**src/rtl/adc_ctrl_pkg.sv**
```systemverilog
package adc_ctrl_pkg;

    // Register indices as printed; the byte address is four times the index.
    localparam logic [7:0] IDX_RESULT_LOW = 8'h20;
    localparam logic [7:0] IDX_RESULT_HIGH = 8'h21;
    localparam logic [7:0] IDX_CONTROL = 8'h22;
    localparam logic [7:0] IDX_CLOCK_SELECT = 8'h23;
    localparam logic [7:0] IDX_IRQ = 8'h24;

    localparam int ADDR_W = 10;

    // Control register fields.
    localparam int CTL_CHAN_LSB = 0;
    localparam int CTL_PINCFG_LSB = 3;
    localparam int CTL_DONE_N_BIT = 6;
    localparam int CTL_START_BIT = 7;

    // Clock select fields.
    localparam int CLK_DIV_LSB = 0;
    localparam int CLK_TEST_BIT = 7;

    // Interrupt register fields.
    localparam int IRQ_ENABLE_BIT = 0;
    localparam int IRQ_FLAG_BIT = 1;

    localparam logic [7:0] CONTROL_RESET = 8'h40;
    localparam logic [7:0] CLOCK_SELECT_RESET = 8'h80;

    // Converter clock divide codes and their ratios.
    localparam logic [1:0] DIV_CODE_2 = 2'h0;
    localparam logic [1:0] DIV_CODE_8 = 2'h1;
    localparam logic [1:0] DIV_CODE_32 = 2'h2;
    localparam logic [5:0] DIV_RATIO_2 = 6'h02;
    localparam logic [5:0] DIV_RATIO_8 = 6'h08;
    localparam logic [5:0] DIV_RATIO_32 = 6'h20;

    localparam int RESULT_W = 9;
    localparam int CONV_PERIODS = 16;
    localparam int SAMPLE_PERIODS = 4;

    typedef enum logic [1:0] {
        SEQ_IDLE,
        SEQ_SAMPLE,
        SEQ_DECIDE,
        SEQ_HOLD
    } seq_state_t;

    typedef struct packed {
        logic power_on;
        logic core_reset;
        logic sample;
        logic [1:0] mux_sel;
        logic [RESULT_W-1:0] dac_code;
    } analog_ctrl_t;

endpackage

```
**src/rtl/conv_clock_divider.sv**
```systemverilog
`timescale 1ns/1ps
module conv_clock_divider (
    input wire logic ref_clk,
    input wire logic reset,
    input wire logic clear,
    input wire logic [1:0] div_code,
    output logic tick
);
    import adc_ctrl_pkg::*;

    logic [5:0] count_r;
    logic [5:0] ratio;

    // Code 11 is undefined; it runs at the slowest rate so nothing overclocks the core.
    always_comb begin
        case (div_code)
            DIV_CODE_2: ratio = DIV_RATIO_2;
            DIV_CODE_8: ratio = DIV_RATIO_8;
            DIV_CODE_32: ratio = DIV_RATIO_32;
            default: ratio = DIV_RATIO_32;
        endcase
    end

    assign tick = (count_r >= ratio - 6'h01);

    always_ff @(posedge ref_clk) begin
        if (reset || clear || tick) begin
            count_r <= 6'h00;
        end else begin
            count_r <= count_r + 6'h01;
        end
    end

endmodule

```
**src/rtl/sar_sequencer.sv**
```systemverilog
`timescale 1ns/1ps
module sar_sequencer #(
    parameter int CONV_TICKS = adc_ctrl_pkg::CONV_PERIODS,
    parameter int SAMPLE_TICKS = adc_ctrl_pkg::SAMPLE_PERIODS
) (
    input wire logic ref_clk,
    input wire logic reset,
    input wire logic abort,
    input wire logic launch,
    input wire logic tick,
    input wire logic cmp_high,
    output logic busy,
    output logic sample,
    output logic done,
    output logic [adc_ctrl_pkg::RESULT_W-1:0] dac_code,
    output logic [adc_ctrl_pkg::RESULT_W-1:0] result
);
    import adc_ctrl_pkg::*;

    seq_state_t state_r;
    logic [7:0] ticks_r;
    logic [3:0] bit_r;
    logic [RESULT_W-1:0] code_r;

    assign busy = (state_r != SEQ_IDLE);
    assign sample = (state_r == SEQ_SAMPLE);
    assign dac_code = code_r;
    assign done = (state_r == SEQ_HOLD) && tick && (ticks_r == 8'(CONV_TICKS - 1));

    always_ff @(posedge ref_clk) begin
        if (reset || abort) begin
            state_r <= SEQ_IDLE;
            ticks_r <= 8'h00;
            bit_r <= 4'h0;
            code_r <= '0;
        end else begin
            if (tick && busy) begin
                ticks_r <= ticks_r + 8'h01;
            end
            case (state_r)
                SEQ_IDLE: begin
                    if (launch) begin
                        state_r <= SEQ_SAMPLE;
                        ticks_r <= 8'h00;
                        code_r <= '0;
                    end
                end
                SEQ_SAMPLE: begin
                    if (tick && ticks_r == 8'(SAMPLE_TICKS - 1)) begin
                        state_r <= SEQ_DECIDE;
                        bit_r <= 4'(RESULT_W - 1);
                        code_r <= {1'b1, {(RESULT_W-1){1'b0}}};
                    end
                end
                SEQ_DECIDE: begin
                    if (tick) begin
                        // The trial bit stays only while the input is at or above the trial level.
                        if (!cmp_high) begin
                            code_r[bit_r] <= 1'b0;
                        end
                        if (bit_r == 4'h0) begin
                            state_r <= SEQ_HOLD;
                        end else begin
                            bit_r <= bit_r - 4'h1;
                            code_r[bit_r - 4'h1] <= 1'b1;
                        end
                    end
                end
                SEQ_HOLD: begin
                    if (done) begin
                        state_r <= SEQ_IDLE;
                    end
                end
                default: state_r <= SEQ_IDLE;
            endcase
        end
    end

    always_ff @(posedge ref_clk) begin
        if (reset) begin
            result <= '0;
        end else if (done) begin
            result <= code_r;
        end
    end

endmodule

```
**src/rtl/adc_conversion_control.sv**
```systemverilog
// Operation
// - Start rising resets converter and sets done flag; start falling launches conversion.
// - Finished conversion clears done flag bit 6 and sets interrupt request flag.
// - Control bits 2..0 pick analog input 0..3; codes with bit 2 unusable.
// - Control bits 5..3 choose how many port B lines are analog.
// - Analog lines lose digital function and pull-high; converter powers on.
// - Result bits 8..1 in high byte, bit 0 in low byte bit 7.
// - Result bytes are read-only; writes leave the result alone.
// - Clock select bits 1..0 divide the core clock by 2, 8 or 32.
`timescale 1ns/1ps
module adc_conversion_control #(
    parameter int CONV_TICKS = adc_ctrl_pkg::CONV_PERIODS,
    parameter int SAMPLE_TICKS = adc_ctrl_pkg::SAMPLE_PERIODS
) (
    input wire logic ref_clk,
    input wire logic reset,
    input wire logic psel,
    input wire logic penable,
    input wire logic pwrite,
    input wire logic [adc_ctrl_pkg::ADDR_W-1:0] paddr,
    input wire logic [31:0] pwdata,
    output logic [31:0] prdata,
    output logic pready,
    output logic pslverr,
    input wire logic cmp_async,
    input wire logic irq_service_ack,
    output adc_ctrl_pkg::analog_ctrl_t analog_ctrl,
    output logic [3:0] port_b_analog,
    output logic adc_irq
);
    import adc_ctrl_pkg::*;

    ////////////////////////////////////////////////////////////////////////////////

    function automatic logic [ADDR_W-1:0] byte_addr(input logic [7:0] idx);
        byte_addr = ADDR_W'({idx, 2'b00});
    endfunction

    // Thermometer mask of port B lines taken over by the converter.
    function automatic logic [3:0] analog_mask(input logic [2:0] cfg);
        case (cfg)
            3'h0: analog_mask = 4'h0;
            3'h1: analog_mask = 4'h1;
            3'h2: analog_mask = 4'h3;
            3'h3: analog_mask = 4'h7;
            default: analog_mask = 4'hF;
        endcase
    endfunction

    ////////////////////////////////////////////////////////////////////////////////

    logic [2:0] channel_sel_r;
    logic [2:0] analog_pin_cfg_r;
    logic start_r;
    logic start_prev_r;
    logic conversion_done_n_r;
    logic [1:0] conv_clock_div_r;
    logic test_bit_r;
    logic irq_enable_r;
    logic irq_flag_r;
    logic cmp_meta_r;
    logic cmp_sync_r;

    logic access;
    logic wr_access;
    logic hit_low;
    logic hit_high;
    logic hit_ctl;
    logic hit_clk;
    logic hit_irq;
    logic start_rise;
    logic start_fall;
    logic converter_power;
    logic conv_abort;
    logic tick;
    logic seq_busy;
    logic seq_sample;
    logic seq_done;
    logic [RESULT_W-1:0] seq_dac;
    logic [RESULT_W-1:0] seq_result;

    ////////////////////////////////////////////////////////////////////////////////
    // Bus slave. Every access completes in its first access cycle.

    assign access = psel && penable;
    assign wr_access = access && pwrite;
    assign hit_low = (paddr == byte_addr(IDX_RESULT_LOW));
    assign hit_high = (paddr == byte_addr(IDX_RESULT_HIGH));
    assign hit_ctl = (paddr == byte_addr(IDX_CONTROL));
    assign hit_clk = (paddr == byte_addr(IDX_CLOCK_SELECT));
    assign hit_irq = (paddr == byte_addr(IDX_IRQ));

    assign pready = access;
    assign pslverr = access && !(hit_low || hit_high || hit_ctl || hit_clk || hit_irq);

    always_comb begin
        prdata = 32'h0000_0000;
        if (access && !pwrite) begin
            if (hit_low) begin
                prdata[7] = seq_result[0];
            end else if (hit_high) begin
                prdata[7:0] = seq_result[RESULT_W-1:1];
            end else if (hit_ctl) begin
                prdata[7:0] = {start_r, conversion_done_n_r, analog_pin_cfg_r, channel_sel_r};
            end else if (hit_clk) begin
                // Bits 6..2 have no storage behind them.
                prdata[7:0] = {test_bit_r, 5'h00, conv_clock_div_r};
            end else if (hit_irq) begin
                prdata[IRQ_FLAG_BIT] = irq_flag_r;
                prdata[IRQ_ENABLE_BIT] = irq_enable_r;
            end
        end
    end

    ////////////////////////////////////////////////////////////////////////////////
    // Control register. The done flag is owned by hardware and ignores writes.

    always_ff @(posedge ref_clk) begin
        if (reset) begin
            channel_sel_r <= CONTROL_RESET[CTL_CHAN_LSB +: 3];
            analog_pin_cfg_r <= CONTROL_RESET[CTL_PINCFG_LSB +: 3];
            start_r <= CONTROL_RESET[CTL_START_BIT];
        end else if (wr_access && hit_ctl) begin
            channel_sel_r <= pwdata[CTL_CHAN_LSB +: 3];
            analog_pin_cfg_r <= pwdata[CTL_PINCFG_LSB +: 3];
            start_r <= pwdata[CTL_START_BIT];
        end
    end

    always_ff @(posedge ref_clk) begin
        if (reset) begin
            start_prev_r <= CONTROL_RESET[CTL_START_BIT];
        end else begin
            start_prev_r <= start_r;
        end
    end

    assign start_rise = start_r && !start_prev_r;
    assign start_fall = !start_r && start_prev_r;

    // A powered-down converter cannot finish, so an active conversion is dropped.
    // Software then re-initialises with a start pulse after powering up.
    assign conv_abort = start_rise || !converter_power;

    always_ff @(posedge ref_clk) begin
        if (reset) begin
            conversion_done_n_r <= CONTROL_RESET[CTL_DONE_N_BIT];
        end else if (start_rise) begin
            conversion_done_n_r <= 1'b1;
        end else if (seq_done) begin
            conversion_done_n_r <= 1'b0;
        end
    end

    ////////////////////////////////////////////////////////////////////////////////
    // Clock select register. Bit 7 is stored only so it reads back.

    always_ff @(posedge ref_clk) begin
        if (reset) begin
            conv_clock_div_r <= CLOCK_SELECT_RESET[CLK_DIV_LSB +: 2];
            test_bit_r <= CLOCK_SELECT_RESET[CLK_TEST_BIT];
        end else if (wr_access && hit_clk) begin
            conv_clock_div_r <= pwdata[CLK_DIV_LSB +: 2];
            test_bit_r <= pwdata[CLK_TEST_BIT];
        end
    end

    ////////////////////////////////////////////////////////////////////////////////
    // Interrupt request. A completion in the same cycle as a clear keeps the flag.

    always_ff @(posedge ref_clk) begin
        if (reset) begin
            irq_enable_r <= 1'b0;
        end else if (wr_access && hit_irq) begin
            irq_enable_r <= pwdata[IRQ_ENABLE_BIT];
        end
    end

    always_ff @(posedge ref_clk) begin
        if (reset) begin
            irq_flag_r <= 1'b0;
        end else if (seq_done) begin
            irq_flag_r <= 1'b1;
        end else if (irq_service_ack || (wr_access && hit_irq && pwdata[IRQ_FLAG_BIT])) begin
            irq_flag_r <= 1'b0;
        end
    end

    assign adc_irq = irq_flag_r && irq_enable_r;

    ////////////////////////////////////////////////////////////////////////////////
    // Comparator from the analog core is asynchronous to this clock.

    always_ff @(posedge ref_clk) begin
        if (reset) begin
            cmp_meta_r <= 1'b0;
            cmp_sync_r <= 1'b0;
        end else begin
            cmp_meta_r <= cmp_async;
            cmp_sync_r <= cmp_meta_r;
        end
    end

    ////////////////////////////////////////////////////////////////////////////////
    // Converter clock and successive approximation.

    // Restarting the divider on launch makes every conversion the same length.
    conv_clock_divider u_divider (
        .ref_clk(ref_clk),
        .reset(reset),
        .clear(!seq_busy),
        .div_code(conv_clock_div_r),
        .tick(tick)
    );

    // The result register is written only by a completed conversion.
    sar_sequencer #(
        .CONV_TICKS(CONV_TICKS),
        .SAMPLE_TICKS(SAMPLE_TICKS)
    ) u_sequencer (
        .ref_clk(ref_clk),
        .reset(reset),
        .abort(conv_abort),
        .launch(start_fall && converter_power),
        .tick(tick),
        .cmp_high(cmp_sync_r),
        .busy(seq_busy),
        .sample(seq_sample),
        .done(seq_done),
        .dac_code(seq_dac),
        .result(seq_result)
    );

    ////////////////////////////////////////////////////////////////////////////////
    // Analog side and port B takeover.

    assign port_b_analog = analog_mask(analog_pin_cfg_r);
    assign converter_power = (analog_pin_cfg_r != 3'h0);

    always_comb begin
        analog_ctrl.power_on = converter_power;
        analog_ctrl.core_reset = start_r;
        analog_ctrl.sample = seq_sample;
        // Codes with bit 2 set are unusable; only the low two bits reach the mux.
        analog_ctrl.mux_sel = channel_sel_r[1:0];
        analog_ctrl.dac_code = seq_dac;
    end

endmodule

```
**config.mk**
```make
export PLATFORM = sky130hd
export DESIGN_NAME = adc_conversion_control
export DESIGN_NICKNAME = d
export VERILOG_FILES = /design/src/rtl/adc_ctrl_pkg.sv /design/src/rtl/conv_clock_divider.sv /design/src/rtl/sar_sequencer.sv /design/src/rtl/adc_conversion_control.sv
export SDC_FILE = /design/constraint.sdc
export NUM_CORES = 1
export LEC_CHECK = 0
export BUFFER_PORTS_ARGS = -buffer_cell sky130_fd_sc_hd__buf_4
export CAP_MARGIN = 20
export CORE_MARGIN = 2
export CORE_UTILIZATION = 50
export CTS_BUF_LIST = sky130_fd_sc_hd__clkbuf_4
export CTS_CLUSTER_DIAMETER = 200
export DETAILED_ROUTE_END_ITERATION = 6
export PLACE_DENSITY_LB_ADDON = 0.12
export SKIP_LAST_GASP = 1
export SLEW_MARGIN = 5
export SYNTH_ARGS = -nofsm -noshare
export SYNTH_HDL_FRONTEND = slang
export SYNTH_SLANG_ARGS = --single-unit
```
**constraint.sdc**
```tcl
create_clock -name ref_clk -period 3.35 [get_ports ref_clk]
set_clock_uncertainty 0.1 [all_clocks]
set_input_delay 0.335 -clock ref_clk [delete_from_list [all_inputs] [get_ports ref_clk]]
set_output_delay 0.335 -clock ref_clk [all_outputs]
set_load 0.02 [all_outputs]
```
==> summary by stage <==
Route
After detailed routing, the average wire length per cell comes to 13.7 um. Summing over every cut layer, the via total after detailed routing is 2785. The per-cell via count in the routed design is 5.43.

The DRC marker count from the first detailed-route iteration is 128. The post-detailed-route count of antenna-violating nets is 0. The first TritonRoute pass finished after 7 iterations. The post-detailed-route DRC marker count is 13.

Wires add up to 7030 um.

Floorplan
The die covers 0.00735 mm^2. The core region is 0.00642 mm^2. The initial utilization of the core area, before any placement, comes to 0.520. The number of rows created at floorplan is 29. In this run the vertical extent of the chip is 85.7 um. The width of the die is 85.7 um. The number of top-level pins is 102.

GRT
Entering global routing, the biggest net connects 28 pins. The total grt overflow is 0. The overall global routing resource usage is 0.200. The first global-routing pass estimated 12100 um of wire. The initial antenna violation count is 0. The via count of the first global-routing pass is 2540.

Clock tree
The clock passes through at most 2 buffers. The clock tree from TritonCTS is built. The buffer type at the clock tree root is sky130_fd_sc_hd__clkbuf_4. The number of buffers inserted to repair setup after CTS is 0. In this run the number of H-tree levels came out at 2. For this design, the CTS-stage hold fixing added 0 buffers. Clock-pin slew was measured on the worst setup and hold paths at 0.15 ns.

The number of clock sinks is 54. For the worst-skew pair, the clock arrives at the later sink with an insertion delay of 0.38 ns. Counting the buffers created by CTS gives 5. After clock tree synthesis, the repair step resized 0 gates.

Synthesis
For this run, the register share of the synthesized area comes to 0.324. Of all flip-flops after synthesis, the portion carrying an async set or reset was 0. After synthesis, the netlist uses 55 different library cells.

Among all flip-flop cells after synthesis, the most frequent one is sky130_fd_sc_hd__dfxtp_1. Dividing the synthesized area by the synthesized cell count gives 8.37 um^2. The number of synthesized flops with an enable pin is 0.

The area of the mapped netlist is 0.00334 mm^2. The number of warning messages in the yosys log is 0. Counting every instance in the synthesized netlist gives 399. The number of flip-flops and latches in the synthesized netlist is 54.

Placement
The post-DP HPWL is 5310 um. The cell area reported after detailed placement is 0.00363 mm^2. The total of buffers placed on input and output ports is 52. Routability-driven placement finished with a final weighted congestion of 0.827.

STA
For the pin with the worst max-slew slack, the measured transition is 0.642 ns. After routing, the total negative slack on setup checks comes to 0 ns. The relative slew slack is 0.569. Setup repair after global routing left no endpoint under its margin. The final clock period utilization by the worst path is 0.732.

The total count of max-transition violations in the final report came to 0. The number of setup violations in the final report is 0. Counting I/O delays and the setup requirement, the final critical path takes 2.45 ns. The maximum clock frequency is 408 MHz. The hold violation total from the final report is 0.

Worst hold path
The path type of the worst min-delay path is in -> reg.

Layout
The most frequent standard cell in the layout excluding fill and tap cells is sky130_fd_sc_hd__buf_4. The final antenna diode count is 0. Leaving out fill and tap cells, the most frequent cells in the layout are sky130_fd_sc_hd__buf_4, sky130_fd_sc_hd__dfxtp_1, sky130_fd_sc_hd__nor2_1. The fraction of layout instances using a drive strength above 1 is 0.183.

The final layout net count is 501. The area growth from synthesis to layout is 11.2%. The final design utilization is 0.578.

The area of all placed cells without fillers is 0.00371 mm^2.

Outcome
The flow ran to the end, but the final reports show violations. The final reports fail on design-rule violations.

Power and ir drop
For this design the ratio of total power to cell area is 292 mW/mm^2. The net load switching power is 260 uW. The cell-internal power is 825 uW. The switching power as a share of total power is 0.240. Of the total power, combinational logic draws 0.068. The sequential cell fraction of total power is 0.594. The cell leakage power is 0.00159 uW. Of the total power, the clock network draws 0.338. The design draws 1090 uW. The worst-case IR drop observed on VDD is 0.185 mV.

Setup path
STA puts the critical path data required time at 2.91 ns. The startpoint kind of the worst setup timing path is a primary input. The maximum fanout along the worst path is 6. The critical path in this run is classified as in -> out. For the worst setup path, the data arrival time is 2.02 ns. The kind of end point of the critical path is a primary output.

Run
The tool flagged a number of max-cap violations equal to 0.
-- layout make-up --
type                       count  area, um^2
timing repair buffer          55         413
clock buffer                   5        37.5
multi-input combinational    298        1970
fill                         616        2710
inverter                      21        78.8
clock inverter                 3        40.0
tap                           77        96.3
sequential                    54        1080
-- worst max-delay path, cell delays in order --
cell                       delay [ns]
sky130_fd_sc_hd__buf_4           0.11
sky130_fd_sc_hd__or4b_4          0.56
sky130_fd_sc_hd__nor4_1          0.38
sky130_fd_sc_hd__nand2b_1        0.24
sky130_fd_sc_hd__nor2b_1         0.21
sky130_fd_sc_hd__buf_4           0.17
-- routing by layer --
layer	global-route usage	vias to the layer above	share of wire
met3	0.0395	4	0.059
met5	0	-	0
met1	0.274	1298	0.48
met2	0.325	80	0.45
li1	-	1403	-
met4	0.0505	0	0.010
-- per-stage QoR --
step / hold slack, ns / instances / setup WS, ns
global placement: 0.344 / 505 / 0.922
global route: 0.0470 / 513 / 0.660
CTS: 0.0555 / 513 / 0.875
finish: 0.0800 / 513 / 0.899
detailed placement: 0.347 / 505 / 0.913
floorplan: 0.314 / 422 / 1.16
-- cells in the mapped netlist, types with 4 or more instances --
cell type | count | area share
sky130_fd_sc_hd__dfxtp_1 | 54 | 0.32
sky130_fd_sc_hd__ha_1 | 17 | 0.064
sky130_fd_sc_hd__a211oi_1 | 7 | 0.016
sky130_fd_sc_hd__a22oi_1 | 7 | 0.016
sky130_fd_sc_hd__nor2b_1 | 9 | 0.017
sky130_fd_sc_hd__clkbuf_1 | 16 | 0.018
sky130_fd_sc_hd__nor2_1 | 53 | 0.060
sky130_fd_sc_hd__nor3b_1 | 4 | 0.0090
sky130_fd_sc_hd__xor2_1 | 4 | 0.010
sky130_fd_sc_hd__mux2i_1 | 30 | 0.090
sky130_fd_sc_hd__a22o_1 | 4 | 0.010
sky130_fd_sc_hd__o21ai_0 | 10 | 0.015
sky130_fd_sc_hd__and3_1 | 6 | 0.011
sky130_fd_sc_hd__nand2_1 | 29 | 0.033
sky130_fd_sc_hd__buf_4 | 30 | 0.067
sky130_fd_sc_hd__inv_1 | 21 | 0.024
sky130_fd_sc_hd__nor3_1 | 5 | 0.0075
sky130_fd_sc_hd__o31ai_1 | 5 | 0.011
sky130_fd_sc_hd__nand4_1 | 4 | 0.0075
sky130_fd_sc_hd__xnor2_1 | 7 | 0.018
sky130_fd_sc_hd__a21oi_1 | 11 | 0.016
sky130_fd_sc_hd__nand3_1 | 12 | 0.018
-- path summary, 6_finish.rpt --
check                              startpoint                            endpoint  slack (ns)  depth (start not counted)
min reg2reg  conversion_done_n_r$_SDFFE_PP1P_    conversion_done_n_r$_SDFFE_PP1P_        0.36                          2
max                                  paddr[6]                           prdata[7]        0.90                          6
max reg2reg  conv_clock_div_r[1]$_SDFFE_PP0P_  u_sequencer.result[2]$_SDFFE_PP0P_        0.90                          7
min                                 cmp_async               cmp_meta_r$_SDFF_PP0_        0.08                          2
-- power by group through the flow --
stage	combinational, uW	sequential (uW)	clock (uW)
2_1_floorplan	68.5	658	0
3_3_place_gp	72.9	658	0
3_5_place_dp	73.5	658	0
4_1_cts	73.8	645	379
5_1_grt	80.3	645	409
6_report	74.0	645	367
-- kinds of logic (layout without fill, tap and decap cells) --
family,after synthesis,count (layout),synth area share
xor+xnor,11,11,0.0288
mux,33,33,0.103
simple gates,146,146,0.218
compound gates,66,66,0.146
other cells,2,25,0.00225
fa+ha+maj,17,17,0.0637
flops,54,54,0.324
buf+inv,70,84,0.114
-- flip-flops by register name (all words and copies together), names as in the netlist --
signal,cells
irq_enable_r,1
test_bit_r,1
conv_clock_div_r,2
u_sequencer.state_r,2
channel_sel_r,3
analog_pin_cfg_r,3
u_sequencer.ticks_r,8
cmp_sync_r,1
irq_flag_r,1
start_r,1
u_divider.count_r,6
u_sequencer.result,9
u_sequencer.dac_code,9
start_prev_r,1
conversion_done_n_r,1
cmp_meta_r,1
u_sequencer.bit_r,4
Note: power is estimated with default switching activity, not from simulation.
